--- config.mk ---
export PLATFORM = sky130hd
export DESIGN_NAME = sar_readout
export DESIGN_NICKNAME = d
export VERILOG_FILES = /design/src/rtl/sar_pkg.sv /design/src/rtl/sar_readout.sv /design/src/rtl/sar_fifo.sv
export SDC_FILE = /design/constraint.sdc
export NUM_CORES = 1
export LEC_CHECK = 0
export BUFFER_PORTS_ARGS = -buffer_cell sky130_fd_sc_hd__buf_2
export CAP_MARGIN = 30
export CORE_MARGIN = 2
export CORE_UTILIZATION = 62
export CTS_BUF_LIST = sky130_fd_sc_hd__clkbuf_16
export CTS_CLUSTER_DIAMETER = 30
export DETAILED_ROUTE_END_ITERATION = 10
export HOLD_SLACK_MARGIN = 0.1
export PLACE_DENSITY = 0.79
export SETUP_SLACK_MARGIN = 0.3
export SYNTH_ARGS = -nofsm -noshare
export SYNTH_HDL_FRONTEND = slang
export SYNTH_HIERARCHICAL = 1
export SYNTH_SLANG_ARGS = --single-unit
--- constraint.sdc ---
create_clock -name core_clk -period 3.9 [get_ports core_clk]
set_input_delay 0.39 -clock core_clk [delete_from_list [all_inputs] [get_ports core_clk]]
set_output_delay 0.39 -clock core_clk [all_outputs]
set_load 0.01 [all_outputs]
--- src/rtl/sar_pkg.sv ---
// package: constants and carrier types for the sar serial read-out block
// Behaviour
// - no internal conversion clock; host serial clock times conversion and shifting.
// - full conversion and read-out take 26 serial clock cycles from select fall.
// - short cycling needs only 14 or 15 cycles, set by first edge kind.
// - input sample tracked from conversion start, held from the rise after fall 1.
// - acquisition spans first 1.5 serial clocks; host keeps clock running.
// - result shifted out most significant bit first.
// - output bits come from the conversion in progress, resolved bit by bit.
// - continued clocking repeats the result least significant bit first.
// - each bit launched on a serial clock fall, starting with a null bit.
// - one code step is twice reference over 4096, spanning minus to plus.
// - output enabled at second fall with null bit; msb on third fall.
// - select rising by 15th fall ends after lsb; else lsb sent once then repeat.
// - result coded two's complement: 7FF top, 000 mid, 800 bottom.
package sar_pkg;
	localparam int SAR_BITS = 12;
	localparam int SAR_CODES = 4096;
	localparam logic [4:0] SAR_FALL_ACQ = 5'h01;
	localparam logic [4:0] SAR_FALL_EN = 5'h02;
	localparam logic [4:0] SAR_FALL_MSB = 5'h03;
	localparam logic [4:0] SAR_FALL_LSB = 5'h0E;
	localparam logic [4:0] SAR_FALL_SHORT = 5'h0F;
	localparam logic [4:0] SAR_FALL_LAST = 5'h19;
	localparam logic [4:0] SAR_FALL_RESET = 5'h00;
	localparam logic [11:0] SAR_CODE_POS_FS = 12'h07FF;
	localparam logic [11:0] SAR_CODE_NEG_FS = 12'h0800;
	localparam logic [11:0] SAR_CODE_RESET = 12'h0000;
	localparam int SAR_FIFO_DEPTH = 16;

	typedef enum logic [1:0] {SAR_IDLE, SAR_RUN, SAR_DONE} sar_state_t;

	typedef struct packed {
		logic [1:0] sclkSync;
		logic [1:0] csSync;
		logic sclkPrev;
		logic csPrev;
	} sar_sync_t;

	typedef struct packed {
		sar_sync_t sync;
		sar_state_t state;
		logic [4:0] falls;
		logic [11:0] sample;
		logic [11:0] result;
		logic doutBit;
		logic doutOeN;
		logic resultValid;
		logic acqOpen;
		logic outValid;
		logic [11:0] outData;
	} sar_core_t;

	typedef struct packed {
		logic [SAR_BITS-1:0] wr;
		logic [SAR_BITS-1:0] rd;
	} sar_unused_t;
endpackage

--- src/rtl/sar_readout.sv ---
// sar converter sequencing and serial result read-out
`timescale 1ns/1ps
`default_nettype none
module sar_readout
	import sar_pkg::*;
(
	// clock and reset
	input wire logic core_clk,
	input wire logic rst_b,
	// serial link with host
	input wire logic serClk,
	input wire logic convSelB,
	output logic serDataOut,
	output logic serDataOeB,
	// comparator model of the analog sample: code of the held input
	input wire logic [SAR_BITS-1:0] analogCode,
	// result stream
	output logic resultValid,
	input wire logic resultReady,
	output logic [SAR_BITS-1:0] resultData
);
	sar_core_t st_r;
	sar_core_t st_nxt;
	logic sclkRise;
	logic sclkFall;
	logic csFall;
	logic csRise;
	logic csLow;
	logic fifoInReady;
	logic fifoOutValid;
	logic [SAR_BITS-1:0] fifoOutData;
	logic [3:0] bitIdx;
	logic [3:0] revIdx;
	logic [4:0] fallNext;
	logic fifoOutReady;

	// edges only from the second sync stage
	assign csLow = !st_r.sync.csSync[1];
	assign sclkRise = st_r.sync.sclkSync[1] && !st_r.sync.sclkPrev;
	assign sclkFall = !st_r.sync.sclkSync[1] && st_r.sync.sclkPrev;
	assign csFall = !st_r.sync.csSync[1] && st_r.sync.csPrev;
	assign csRise = st_r.sync.csSync[1] && !st_r.sync.csPrev;
	assign fallNext = st_r.falls + 5'h01;
	// msb at fall 3 -> bit 11; lsb at fall 14 -> bit 0
	assign bitIdx = 4'(SAR_FALL_LSB - fallNext);
	// repeat: fall 15 -> bit 1 ... fall 25 -> bit 11
	assign revIdx = 4'(fallNext - SAR_FALL_LSB);

	always_comb
	begin
		st_nxt = st_r;
		st_nxt.sync.sclkSync = {st_r.sync.sclkSync[0], serClk};
		st_nxt.sync.csSync = {st_r.sync.csSync[0], convSelB};
		st_nxt.sync.sclkPrev = st_r.sync.sclkSync[1];
		st_nxt.sync.csPrev = st_r.sync.csSync[1];
		if (fifoInReady)
		begin
			st_nxt.resultValid = 1'b0;
		end
		// output slice reloads when empty or when its word is taken
		if (fifoOutReady)
		begin
			st_nxt.outValid = fifoOutValid;
			st_nxt.outData = fifoOutData;
		end
		if (csRise)
		begin
			// early select release floats output, no repeat
			st_nxt.state = SAR_IDLE;
			st_nxt.doutOeN = 1'b1;
			st_nxt.doutBit = 1'b0;
		end
		else
		begin
			case (st_r.state)
				SAR_IDLE:
				begin
					if (csFall)
					begin
						st_nxt.state = SAR_RUN;
						st_nxt.falls = SAR_FALL_RESET;
						st_nxt.sample = analogCode;
						st_nxt.result = SAR_CODE_RESET;
						st_nxt.acqOpen = 1'b1;
						// a word still refused by a full queue would be rebuilt half way
						st_nxt.resultValid = 1'b0;
					end
				end
				SAR_RUN:
				begin
					// array tracks the input until the rise after fall 1
					if (st_r.acqOpen)
					begin
						st_nxt.sample = analogCode;
						if (sclkRise && st_r.falls == SAR_FALL_ACQ)
						begin
							st_nxt.acqOpen = 1'b0;
						end
					end
					// bits then follow on counted falls
					if (sclkFall && csLow)
					begin
						st_nxt.falls = fallNext;
						if (fallNext == SAR_FALL_ACQ)
						begin
							// still acquiring, output stays floated
							st_nxt.doutOeN = 1'b1;
						end
						else if (fallNext == SAR_FALL_EN)
						begin
							st_nxt.doutOeN = 1'b0;
							st_nxt.doutBit = 1'b0;
						end
						else if (fallNext >= SAR_FALL_MSB && fallNext <= SAR_FALL_LSB)
						begin
							// resolve one bit per fall, drive it at once
							st_nxt.result[bitIdx] = st_r.sample[bitIdx];
							st_nxt.doutBit = st_r.sample[bitIdx];
							if (fallNext == SAR_FALL_LSB)
							begin
								st_nxt.resultValid = 1'b1;
							end
						end
						else if (fallNext > SAR_FALL_LSB && fallNext <= SAR_FALL_LAST)
						begin
							st_nxt.doutBit = st_r.result[revIdx];
						end
						else
						begin
							st_nxt.state = SAR_DONE;
							st_nxt.doutOeN = 1'b1;
							st_nxt.doutBit = 1'b0;
						end
					end
				end
				SAR_DONE:
				begin
					st_nxt.doutOeN = 1'b1;
				end
				default:
				begin
					st_nxt.state = SAR_IDLE;
				end
			endcase
		end
	end

	always_ff @(posedge core_clk or negedge rst_b)
	begin
		if (!rst_b)
		begin
			st_r.sync.sclkSync <= 2'h0;
			st_r.sync.csSync <= 2'h3;
			st_r.sync.sclkPrev <= 1'b0;
			st_r.sync.csPrev <= 1'b1;
			st_r.state <= SAR_IDLE;
			st_r.falls <= SAR_FALL_RESET;
			st_r.sample <= SAR_CODE_RESET;
			st_r.result <= SAR_CODE_RESET;
			st_r.doutBit <= 1'b0;
			st_r.doutOeN <= 1'b1;
			st_r.resultValid <= 1'b0;
			st_r.acqOpen <= 1'b0;
			st_r.outValid <= 1'b0;
			st_r.outData <= SAR_CODE_RESET;
		end
		else
		begin
			st_r <= st_nxt;
		end
	end

	assign serDataOut = st_r.doutBit;
	assign serDataOeB = st_r.doutOeN;
	assign resultValid = st_r.outValid;
	assign resultData = st_r.outData;
	// queue head moves only when the slice takes it
	assign fifoOutReady = !st_r.outValid || resultReady;

	sar_fifo #(
		.WIDTH(SAR_BITS),
		.DEPTH(SAR_FIFO_DEPTH)
	) resultFifo (
		.core_clk(core_clk),
		.rst_b(rst_b),
		.inValid(st_r.resultValid),
		.inReady(fifoInReady),
		.inData(st_r.result),
		.outValid(fifoOutValid),
		.outReady(fifoOutReady),
		.outData(fifoOutData)
	);

endmodule
`default_nettype wire

--- src/rtl/sar_fifo.sv ---
// generic valid/ready fifo with parameterised width and depth
`timescale 1ns/1ps
`default_nettype none
module sar_fifo #(
	parameter int WIDTH = 12,
	parameter int DEPTH = 16
) (
	// clock and reset
	input wire logic core_clk,
	input wire logic rst_b,
	// fill side
	input wire logic inValid,
	output logic inReady,
	input wire logic [WIDTH-1:0] inData,
	// drain side
	output logic outValid,
	input wire logic outReady,
	output logic [WIDTH-1:0] outData
);
	localparam int AW = $clog2(DEPTH);
	typedef struct packed {
		logic [AW:0] wrPtr;
		logic [AW:0] rdPtr;
	} sar_fifo_st_t;

	logic [WIDTH-1:0] mem [DEPTH];
	sar_fifo_st_t st_r;
	sar_fifo_st_t st_nxt;
	logic full;
	logic empty;
	logic push;
	logic pop;

	assign empty = st_r.wrPtr == st_r.rdPtr;
	assign full = (st_r.wrPtr[AW] != st_r.rdPtr[AW]) && (st_r.wrPtr[AW-1:0] == st_r.rdPtr[AW-1:0]);
	assign inReady = !full;
	assign outValid = !empty;
	assign outData = mem[st_r.rdPtr[AW-1:0]];
	assign push = inValid && !full;
	assign pop = outReady && !empty;

	always_comb
	begin
		st_nxt = st_r;
		if (push)
		begin
			st_nxt.wrPtr = st_r.wrPtr + 1'b1;
		end
		if (pop)
		begin
			st_nxt.rdPtr = st_r.rdPtr + 1'b1;
		end
	end

	always_ff @(posedge core_clk)
	begin
		if (push)
		begin
			mem[st_r.wrPtr[AW-1:0]] <= inData;
		end
	end

	always_ff @(posedge core_clk or negedge rst_b)
	begin
		if (!rst_b)
		begin
			st_r <= '0;
		end
		else
		begin
			st_r <= st_nxt;
		end
	end
endmodule
`default_nettype wire

== After elaboration in Yosys (flattened, before gate mapping) ==
Memory sizes are Yosys's and may differ from the RTL's. A register that Yosys moved wholly into a read port is not among the register bits.
Index checks and enable logic that the tools add are counted.
Cells by class
  bitwise operators: 1
  shift-type cells: 0
  $lt $le $gt $ge: 7
  add/sub/neg operators: 5
  eq/ne operators: 25
  reductions and logical operators: 33
  div/mod/pow operators: 0
  muxes and demuxes: 42
  $mul: 0
Operators by type and width (count)
  one-hot mux 29 bit (2 select lines): 1
  two-way mux 12 bit: 3
  two-way mux 31 bit: 1
  two-way mux 1 bit: 18
  two-way mux 2 bit: 9
  != test 3 bit, second input constant: 6
  != test 2 bit, second input constant: 8
  adder 5 x 1 -> 5 bit, second input constant: 3
  two-way mux 15 bit: 1
  AND reduction 7 bit: 2
  two-way mux 13 bit: 1
  bitwise mux 12 bit: 1
  logical AND 1 bit: 12
  AND reduction 4 bit: 3
  equality test 5 x 1 -> 1 bit, second input constant: 2
  less-than comparator 4 x 5 -> 1 bit, second input constant: 2
  != test 5 bit, second input constant: 2
  binary-select mux 1 bit (select 4 bit): 2
  logical NOT 1 bit: 8
  two-way mux 7 bit: 1
  one-hot mux 2 bit (3 select lines): 1
  AND reduction 3 bit: 2
  nonzero test 2 bit: 3
  equality test 5 x 2 -> 1 bit, second input constant: 1
  20 further kinds: 20
Storage, ports and cells
  register bits after elaboration: 52
  bits in latches: 0
  memories: 1
  word-level logic and storage cells: 129
  input port bits: 17
  output and inout bits: 15
  bits in read-only memories: 0
  memory bits (writable): 192
Memories
  resultFifo.mem: depth 16, width 12, rd ports 1, clocked after memory_dff 1, write ports 1, line sar_fifo.sv:26  | logic [WIDTH-1:0] mem [DEPTH];

== Depth between registers and ports, before layout ==
Gate-level depths: netlist (run 1).
  word-level depth: 13
  depth in mapped cells: 11
  depth with buffers taken out: 10

== Cells and area by module ==
Netlist (run 1), hierarchy kept.
By module, submodules not included
  sar_fifo: cells each 381, seq. area each 6015.8 µm², area an instance 7978.9 µm², times used 1
  sar_readout: cells each 271, seq. area each 1356.3 µm², area an instance 3096.7 µm², times used 1

== Worst setup path before layout (run 1) ==
Ideal clock, no wire load.
  kind: reg2reg
  start point: register st_r[41] in the netlist's numbering
  end point: register st_r, in the netlist serDataOut
  cell stages (with the launch flop): 11
  arrival time: 2.739 ns
  setup time: 0.119 ns
  path slack: 1.042 ns
  data required time: 3.781 ns
  cell sequence: dfrtp_1 ha_1 xnor2_2 clkinv_2 ha_1 nor2b_1 nor3_1 nor2_1 mux2i_1 a32o_1 o21a_1
On the way
  word-level cells in the longest chain between the ends: 11
Ends and longest elaborated chain
  start: declaration: line sar_readout.sv:22  | sar_core_t st_r;
  start signal: assignment: line sar_readout.sv:169  | st_r <= st_nxt;
  adder 5 x 1 -> 5 bit (*): line sar_readout.sv:43  | assign fallNext = st_r.falls + 5'h01;
  subtractor 4 bit: line sar_readout.sv:47  | assign revIdx = 4'(fallNext - SAR_FALL_LSB);
  binary-select mux 1 bit (select 4 bit): line sar_readout.sv:126  | st_nxt.doutBit = st_r.result[revIdx];
  two-way mux 1 bit (not written as such): line sar_readout.sv:126
  two-way mux 1 bit: line sar_readout.sv:124  | else if (fallNext > SAR_FALL_LSB && fallNext <= SAR_FALL_LAST)
  two-way mux 1 bit: line sar_readout.sv:114  | else if (fallNext >= SAR_FALL_MSB && fallNext <= SAR_FALL_LSB)
  two-way mux 2 bit: line sar_readout.sv:109  | else if (fallNext == SAR_FALL_EN)
  two-way mux 13 bit: line sar_readout.sv:104  | if (fallNext == SAR_FALL_ACQ)
  two-way mux 15 bit: line sar_readout.sv:101  | if (sclkFall && csLow)
  two-way mux 1 bit: line sar_readout.sv:75  | case (st_r.state)
  two-way mux 2 bit: line sar_readout.sv:66  | if (csRise)
Mark *: on every way between the ends. The rest lies on a longest branch, timed or not. The select of a mux whose other input is x is not followed.
A chain may end at the register's enable or synchronous reset.

== Worst setup path after layout (run 1) ==
  start point: register st_r[41] in the netlist's numbering
  end point: register st_r[20] in the netlist's numbering
On the way
  word-level cells in the longest chain between the ends: 12
Ends and longest elaborated chain
  adder 5 x 1 -> 5 bit (*): line sar_readout.sv:43
  subtractor 4 bit: line sar_readout.sv:45  | assign bitIdx = 4'(SAR_FALL_LSB - fallNext);
  less-than comparator 4 x 5 -> 1 bit (not written as such) or >= comparator 4 x 1 -> 1 bit (tied branches): line sar_readout.sv:117  | st_nxt.result[bitIdx] = st_r.sample[bitIdx];
  logical AND 1 bit (not written as such): line sar_readout.sv:117
  two-way mux 1 bit (not written as such): line sar_readout.sv:117
  demux 1 bit (select 4 bit): line sar_readout.sv:117
  bitwise mux 12 bit: line sar_readout.sv:117
  two-way mux 12 bit: line sar_readout.sv:114
  two-way mux 12 bit: line sar_readout.sv:109
  two-way mux 13 bit: line sar_readout.sv:104
  two-way mux 15 bit: line sar_readout.sv:101
  one-hot mux 29 bit (2 select lines): line sar_readout.sv:75
Marks and branches as above.

==> results.toml, run 1 <==
[die]
rows = 48
die_width_um = 138
die_h_um = 138
core_um2 = 17400
start_util_pct = 63.8
pin_count = 32
die_area_um2 = 18900

[routing]
drc = 0
postRouteAntennaNets = 0
drt_wl_total_um = 24300
vias_per_cell = 6.46
wire_per_inst_um = 25.0
vias = 6284
drt_first_pass_iters = 5
first_iter_violations = 627

[global_route]
grt-ovfl-total = 0
grt_util_all_layers_pct = 27.7
grt_pass1_vias = 6631
antenna_found_initial = 0
grt_max_degree = 52
grt_pass1_wl_um = 38100

[timing]
setup-violations-final = 0
fin_skew_ns = 0.0298
hold_viol_final = 0
fin_crit_sh_pct = 84.6
final.setup.tns_ns = 0
max_freq_mhz = 303
rsz0062_at_grt = "no"
fin_crit_ns = 3.30
max_slew.worst_pin.slew_ns = 0.991
layout_setup_ws_ns = 0.600
drv_slew = 0
slew_headroom_pct = 33.8

[clock_network]
cts_buffers = 40
root_buffer = "clkbuf_16"
htree_num_levels = 2
cts_tree = "yes"
post_cts_buffers = 0
clk_pin_slew_ns = 0.06
worst_skew_pair.late_latency_ns = 0.52
ctsLongestPathBuffers = 3
clock-sinks = 256

[layout]
nets = 751
layout-drive-gt1-share_pct = 24.7
final_cells = 973
fillCellCount = 958
multi_input_area_um2 = 3380
final_cell_mix = "192 x edfxtp_1, 58 x dfrtp_1, 44 x nand2_1, 43 x clkbuf_16, 38 x mux4_2"
area_growth_pct = 16.9
ff_latch_area_um2 = 7370
antenna_cells = 0
layout_commonest_cell = "edfxtp_1"

[power]
leakage_nw = 4.14
ir_worst_vdd_mv = 0.452
power_density_nw_per_um2 = 615

[setup_path]
critPathMaxStageDelay_ns = 0.75
worst-setup-path-type = "register to register"
cp-end-kind = "register"
cp-start-kind = "register"
cpMaxStageDelayCell = "dfrtp_1"
crit_arrival_ns = 3.71
cp_data_required_time_ns = 4.31
crit_path_frequent_cell = "ha_1"
path_max_fanout = 18
path_cells = "inv_1 -> ha_1 -> ha_1 -> nor2b_1 -> or3_1 -> nand4_1 -> a21oi_1 -> nand2_1 -> a22o_1"

[placement]
gp_congestion = 0.859
post-place-cells = 886
place_ws_ns = 0.453
port_buffers = 31
hpwl_um = 13800

[status]
status = "finished, final reports clean"

[logic_synthesis]
synth_seq_area_share_pct = 66.6
yosysWarnings = 6
syn_area_per_cell_um2 = 17.0
async_reset_ff_share_pct = 25.0
synth-edff-count = 192
synth.distinct_cells = 62
syn_inst = 652
syn_nets = 687
synth.ff_latch_count = 256
netlist_area_um2 = 11100
synth_flop_cell = "edfxtp_1"

[run]
maxCapViolCount = 0

[hold_path]
hold_path_class = "primary input to register"
==> what timing repair did <==
action / CTS / global route
hold buffers: 13 / 0
gates resized for setup: 0 / 2
hold endpoints to repair: 36 / 0
setup endpoints to repair: 0 / 10
==> path summary, 6_finish.rpt <==
check                               from                  to  slack [ns]  cells after the start
setup / recovery                st_r[41]            st_r[20]        0.60                      9
hold / removal             analogCode[8]            st_r[37]        0.12                      2
setup reg to reg                st_r[41]            st_r[20]        0.60                      9
hold reg to reg               st_nxt[53]          st_nxt[49]        0.35                      0
max in group asynchronous          rst_b            st_r[48]        2.50                      3
min in group asynchronous          rst_b  resultFifo/st_r[9]        0.45                      2
==> cells in the mapped netlist, types with 14 or more instances <==
library cell	n	area, um^2
buf_4	17	128
mux4_1	16	420
a21oi_1	18	90.1
mux2_1	20	225
a22o_1	14	123
nor2_1	25	93.8
dfrtp_1	60	1500
xnor2_1	14	123
edfxtp_1	192	5770
ha_1	18	225
a22oi_1	24	180
mux4_2	38	856
nand2_1	44	165
==> routing by layer <==
metal / global-route usage (%) / up-vias / part of all wire (%)
li1: - / 2712 / -
met1: 35.0 / 3197 / 38
met2: 47.9 / 313 / 53
met3: 5.37 / 62 / 6.6
met4: 10.3 / 0 / 2.9
met5: 0 / - / 0
==> logic make-up (layout without fill, tap and decap cells) <==
kind of cell	after synthesis	count (layout)	share of synthesized area (%)
adders and majority gates	18	18	2.03
xor gates and xnor gates	18	18	1.73
and+or+nand+nor	121	121	5.59
AOI/OAI and AO/OA	96	96	6.45
muxes	85	85	14.6
DFF	256	256	66.6
buffers and inverters	58	154	3.02
==> worst max-delay path, delay by kind of cell, from the launching register on <==
kind / cells / cell delay (ns)
simple gates: 4 / 0.87
buf+inv: 1 / 0.26
flops: 1 / 0.75
fa+ha+maj: 2 / 0.85
compound gates: 2 / 0.48
==> registers in the layout, summed over array words and instances, names as in the netlist <==
register / count
resultValid: 1
resultFifo/st_r: 10
resultData: 12
serDataOeB: 1
serDataOut: 1
resultFifo/mem: 192
st_r: 35
st_nxt: 4
==> final cells by class <==
type	count	area share [%]
clock buffer	43	8.31
tap	225	2.17
timing repair buffer	66	3.61
clock inverter	31	2.43
multi-input combinational	338	26.1
inverter	14	0.416
sequential	256	57.0
==> where the power goes <==
part	internal [W]	leakage, nW	switching [W]
combinational	0.000511	1.29	0.000696
clock	0.00229	0.692	0.00131
sequential	0.00304	2.16	0.000119
==> metrics by stage <==
step / cell area (um^2) / utilization (%) / power (W) / hold WS (ns)
after CTS: 12900 / 74.5 / 0.00802 / 0.105
after global routing: 12900 / 74.6 / 0.00826 / 0.126
after detailed placement: 11400 / 65.8 / 0.00439 / 0.339
final: 12900 / 74.6 / 0.00797 / 0.122
after global placement: 11400 / 65.5 / 0.00433 / 0.347
after floorplan: 11100 / - / 0.00413 / 0.0944
Power figures use the tool's default switching activity.
==> run 2, diff against run 1 <==
ABC_AREA = 1   (was not set)
clock period = 3.2 ns   (was 3.9 ns; I/O delays follow)
==> results.toml, run 2 <==
[status]
status = "finished, final reports clean"

[logic_synthesis]
yosysWarnings = 6
syn_nets = 1194
synth_common_cells = "295 x nand2_1, 192 x edfxtp_1, 173 x nor2_1"
async_reset_ff_share_pct = 25.0
synth-simple-area-share_pct = 22.6
synth_seq_area_share_pct = 62.1
synth.ff_latch_count = 256
synth_xor_area_share_pct = 0.906
synthAdderAreaFrac_pct = 1.90
synth_top_family_by_area = "simple AND/OR/NAND/NOR gates"
synth_compound_area_share_pct = 5.34
synth.distinct_cells = 46
netlist_area_um2 = 11900
synth.top_cell.area_share_pct = 48.6
synth_flop_cell = "edfxtp_1"
syn_area_per_cell_um2 = 10.2
yosysTopAreaCell = "edfxtp_1"
muxShareOfSynthArea_pct = 1.61
syn_inst = 1159
synth-edff-count = 192
yosys-top-cells-area = "edfxtp_1 49%, dfrtp_1 13%, nand2_1 9.3%"
synth.most_common_cell = "nand2_1"

[layout]
largest_reg_flops = 192
nets = 1244
layout-drive-gt1-share_pct = 16.4
layout_commonest_cell = "nand2_1"
design_area_um2 = 13800
final_cells = 1477
final_cell_mix = "295 x nand2_1, 192 x edfxtp_1, 173 x nor2_1, 84 x nand3_1, 77 x o21ai_0"
antenna_cells = 0
area_growth_pct = 16.0

[timing]
max_freq_mhz = 371
fin_crit_ns = 2.70
fin_crit_sh_pct = 84.2
hold_viol_final = 0
setup-violations-final = 0
drv_slew = 0
rsz0062_at_grt = "no"
slew_headroom_pct = 44.6
final.setup.tns_ns = 0
fin_skew_ns = 0.0243
layout_setup_ws_ns = 0.504
max_slew.worst_pin.slew_ns = 0.831

[setup_path]
cp-end-kind = "register"
worst-setup-path-type = "register to register"
path_max_fanout = 11
worstReg2RegStart = "st_r[41]"
cp_data_required_time_ns = 3.60
cp-start-kind = "register"
crit_arrival_ns = 3.09
critPathLaunch = "st_r[41]"
reg2reg_slack_ns = 0.50

[die]
pin_count = 32
die_width_um = 142
rows = 50
die_area_um2 = 20300
core_um2 = 18800
start_util_pct = 63.3
die_h_um = 142

[power]
leakage_nw = 5.91
power_density_nw_per_um2 = 666
power.total_w = 0.00917
ir_worst_vdd_mv = 0.522

[placement]
gp_congestion = 0.889
place_ws_ns = 0.594
placed_area_um2 = 12100
post-place-cells = 1384
port_buffers = 31
hpwl_um = 15700

[routing]
wire_per_inst_um = 18.6
drc = 0
vias = 8564
drt_wl_total_um = 27500
postRouteAntennaNets = 0
vias_per_cell = 5.80
first_iter_violations = 819
drt_first_pass_iters = 5

[run]
maxCapViolCount = 0

[global_route]
antenna_found_initial = 0
grt_pass1_wl_um = 43900
grt_pass1_vias = 8451
grt_util_all_layers_pct = 28.1
grt_max_degree = 89
grt-ovfl-total = 0

[clock_network]
clk_pin_slew_ns = 0.05
post_cts_buffers = 0
clock-sinks = 256
cts_tree = "yes"
root_buffer = "clkbuf_16"
cts_buffers = 42
htree_num_levels = 2
worst_skew_pair.late_latency_ns = 0.54
ctsLongestPathBuffers = 3

[hold_path]
hold_path_class = "primary input to async pin"
-- run 2: cell count changes in the layout (fill, tap and decap cells not counted), moves of 16 or more --
cell,change
a22oi_1,-23
inv_1,+37
mux2_1,-20
mux4_1,-16
mux4_2,-38
nand2_1,+251
nand3_1,+82
nor2_1,+148
o21ai_0,+72
-- run 2: power breakdown --
part / switching, W / internal, W
registers: 0.0000597 / 0.00364
logic: 0.000510 / 0.000253
clock network: 0.00162 / 0.00308
-- run 2: cell families after synthesis --
family	Yosys count
xor+xnor	8
simple gates	610
flops	256
mux	17
buf+inv	129
compound gates	121
fa+ha+maj	18
-- run 2: worst paths after layout --
path,end,cells after the start
max in group asynchronous,st_r[48],3
hold reg to reg,st_nxt[49],0
min in group core_clk,st_nxt[49],0
setup reg to reg,st_r[20],11
setup / recovery,st_r[20],11
hold / removal,st_nxt[53],2
-- run 2: layout make-up --
class / instances / area, um^2
Inverter: 66 / 258
Clock buffer: 42 / 1050
Tap cell: 234 / 293
Timing Repair Buffer: 69 / 490
Multi-Input combinational cell: 774 / 3850
Clock inverter: 36 / 455
Sequential cell: 256 / 7370
Fill cell: 1238 / 5000
-- run 2: repair_timing --
action / 4_1_cts / 5_1_grt
hold buffers: 15 / 0
resized for setup: 0 / 0
endpoints found under the hold margin: 35 / 0
-- run 2: layer usage --
metal  part of all wire (%)  GRT usage [%]  up-vias
met5                      0              0        -
met4                    2.7           11.3        0
met3                    8.6           5.25       65
met2                     50           47.8      403
met1                     38           36.0     4107
li1                       -              -     3989
-- run 2: per-stage QoR --
step	utilization (%)	hold slack, ns
final	73.4	0.309
after global routing	73.4	0.352
after CTS	73.4	0.315
after detailed placement	64.5	0.325
after global placement	64.5	0.319
after floorplan	-	0.0244
-- run 2: worst max-delay path, stage by stage (launching register included) --
cell and delay, ns:
dfrtp_1 0.50, inv_2 0.16, ha_1 0.50, ha_1 0.25, inv_1 0.07, nor2_2 0.19, xor2_4 0.36, nand3_1 0.18
nand2_1 0.11, nand3_1 0.09, nand2_1 0.09, nand2_1 0.06
==> run 3, diff against run 2 <==
clock period = 2.6 ns   (was 3.2 ns; I/O delays follow)
==> results.toml, run 3 (same netlist as run 2, synthesis figures left out) <==
[setup_path]
path_cells = "ha_4 -> inv_2 -> nand2_1 -> nand2_2 -> ha_4 -> inv_1 -> nor2_4 -> xor2_4 -> buf_12 -> nor2_4 -> nand2_2 -> nand2_1 -> nand3_1 -> nand2_1 -> nand2_1"
cp-end-kind = "register"
crit_arrival_ns = 2.64
critical_path.top_delay_family = "simple AND/OR/NAND/NOR gates"
path_max_fanout = 10
reg2reg_slack_ns = 0.35
cpMaxStageDelayCell = "dfrtp_2"
worstReg2RegStart = "st_r[41]"
worst-setup-path-type = "register to register"
cp_data_required_time_ns = 3.00
critPathMaxStageDelay_ns = 0.46
timing.rr.end = "st_r[25]"
cp-start-kind = "register"
reg2reg_depth = 15
cp_num_buf_inv = 3
crit_path_frequent_cell = "nand2_1"

[timing]
whs_ns = 0.297
final.setup.tns_ns = 0
max_freq_mhz = 445
rsz0062_at_grt = "no"
drv_slew = 0
fin_crit_ns = 2.25
max_slew.worst_pin.slew_ns = 0.967
hold_viol_final = 0
slew_headroom_pct = 35.3
fin_crit_sh_pct = 86.4
fin_skew_ns = 0.0283
setup-violations-final = 0

[layout]
ff_latch_area_um2 = 7380
largest_reg_flops = 192
layout_commonest_cell = "nand2_1"
multi_input_area_um2 = 3940
fillCellCount = 1213
antenna_cells = 0
nets = 1261
layout-drive-gt1-share_pct = 18.6
final_cell_mix = "291 x nand2_1, 192 x edfxtp_1, 172 x nor2_1, 84 x nand3_1, 76 x o21ai_0"
area_growth_pct = 18.2

[global_route]
grt-ovfl-total = 0
grt_util_all_layers_pct = 27.4
antenna_found_initial = 0
grt_max_degree = 98
grt_pass1_vias = 8506
grt_pass1_wl_um = 43000

[hold_path]
hold_path_class = "primary input to async pin"

[power]
power_density_nw_per_um2 = 808
combinationalPowerShare_pct = 8.8
leakage_nw = 6.04
p_int_w = 0.00865
swShare_pct = 23.7
seqPwrFrac_pct = 40.2
p_clk_share_pct = 50.9
power.switching_w = 0.00268
ir_worst_vdd_mv = 0.706

[placement]
gp_congestion = 0.859
hpwl_um = 15500
port_buffers = 31

[clock_network]
cts_tree = "yes"
ctsLongestPathBuffers = 3
htree_num_levels = 2
clock-sinks = 256
cts_buffers = 43
clk_pin_slew_ns = 0.06
worst_skew_pair.late_latency_ns = 0.53
root_buffer = "clkbuf_16"

[routing]
postRouteAntennaNets = 0
first_iter_violations = 826
wire_per_inst_um = 18.1
drt_first_pass_iters = 5
drc = 0
vias_per_cell = 5.79
drt_wl_total_um = 27100
vias = 8657

[run]
maxCapViolCount = 0

[die]
die_h_um = 142
start_util_pct = 63.3
die_width_um = 142
pin_count = 32
core_um2 = 18800
die_area_um2 = 20300
rows = 50

[status]
status = "finished, final reports clean"
run 3: changes by cell type in the layout (fill, tap and decap cells not counted), sizes merged, moves of 2 or more:
cell / change
buf: +15
clkbuf: +2
clkinv: -2
inv: +4
run 3: final cells by class:
cell class,count,area share (%)
Inverter,66,1.88
Timing Repair Buffer,84,4.57
Multi-Input combinational cell,775,28.1
Tap cell,234,2.09
Sequential cell,256,52.6
Clock inverter,36,2.96
Clock buffer,44,7.85
run 3: repair_timing:
action                     CTS  global route
hold buffers                15             0
gates cloned                 0             1
buffers inserted             1             6
hold endpoints to repair    78             0
setup endpoints to repair   14            16
resized for setup            5            18
pin swaps                    1             6
run 3: routing by layer:
metal	up-vias	wire length, um	GRT usage [%]	share of wire (%)
met1	4150	10400	35.1	38
met4	0	889	11.7	3.3
met2	394	13700	46.8	51
met3	73	2060	4.48	7.6
li1	4040	-	-	-
met5	-	0	0	0
run 3: how the worst max path moves through the flow:
stage             start       end  slack [ns]  cells after the start
5_1_grt        st_r[41]  st_r[25]        0.25                     15
6_report       st_r[41]  st_r[25]        0.35                     15
4_1_cts        st_r[42]  st_r[26]        0.30                     14
2_1_floorplan  st_r[42]  st_r[17]        0.34                     14
3_5_place_dp   st_r[41]  st_r[25]        0.14                     12
3_3_place_gp   st_r[41]  st_r[18]        0.22                     13
run 3: power by group through the flow:
stage | registers [W] | logic, W | clock network (W)
2_1_floorplan | 0.00461 | 0.000717 | 0
3_3_place_gp | 0.00463 | 0.000871 | 0
3_5_place_dp | 0.00463 | 0.000898 | 0
4_1_cts | 0.00456 | 0.000940 | 0.00583
5_1_grt | 0.00457 | 0.00111 | 0.00602
6_report | 0.00456 | 0.00100 | 0.00577
run 3: worst reg2reg max path: stages (launching register included):
cell and delay (ns):
dfrtp_2 0.46, ha_4 0.20, inv_2 0.06, nand2_1 0.05, nand2_2 0.12, ha_4 0.15, inv_1 0.07, nor2_4 0.15
xor2_4 0.09, buf_12 0.15, nor2_4 0.21, nand2_2 0.11, nand2_1 0.09, nand3_1 0.09, nand2_1 0.08, nand2_1 0.05
run 3: per-stage QoR:
step	setup WS [ns]	instance area, um^2	utilization, %	instances	total power, W
finish	0.354	14000	74.7	1495	0.0113
global route	0.248	14000	74.7	1495	0.0117
CTS	0.302	13900	74.0	1488	0.0113
detailed placement	0.135	12200	65.0	1392	0.00553
global placement	0.215	12200	65.0	1391	0.00550
floorplan	0.340	11900	-	1159	0.00533
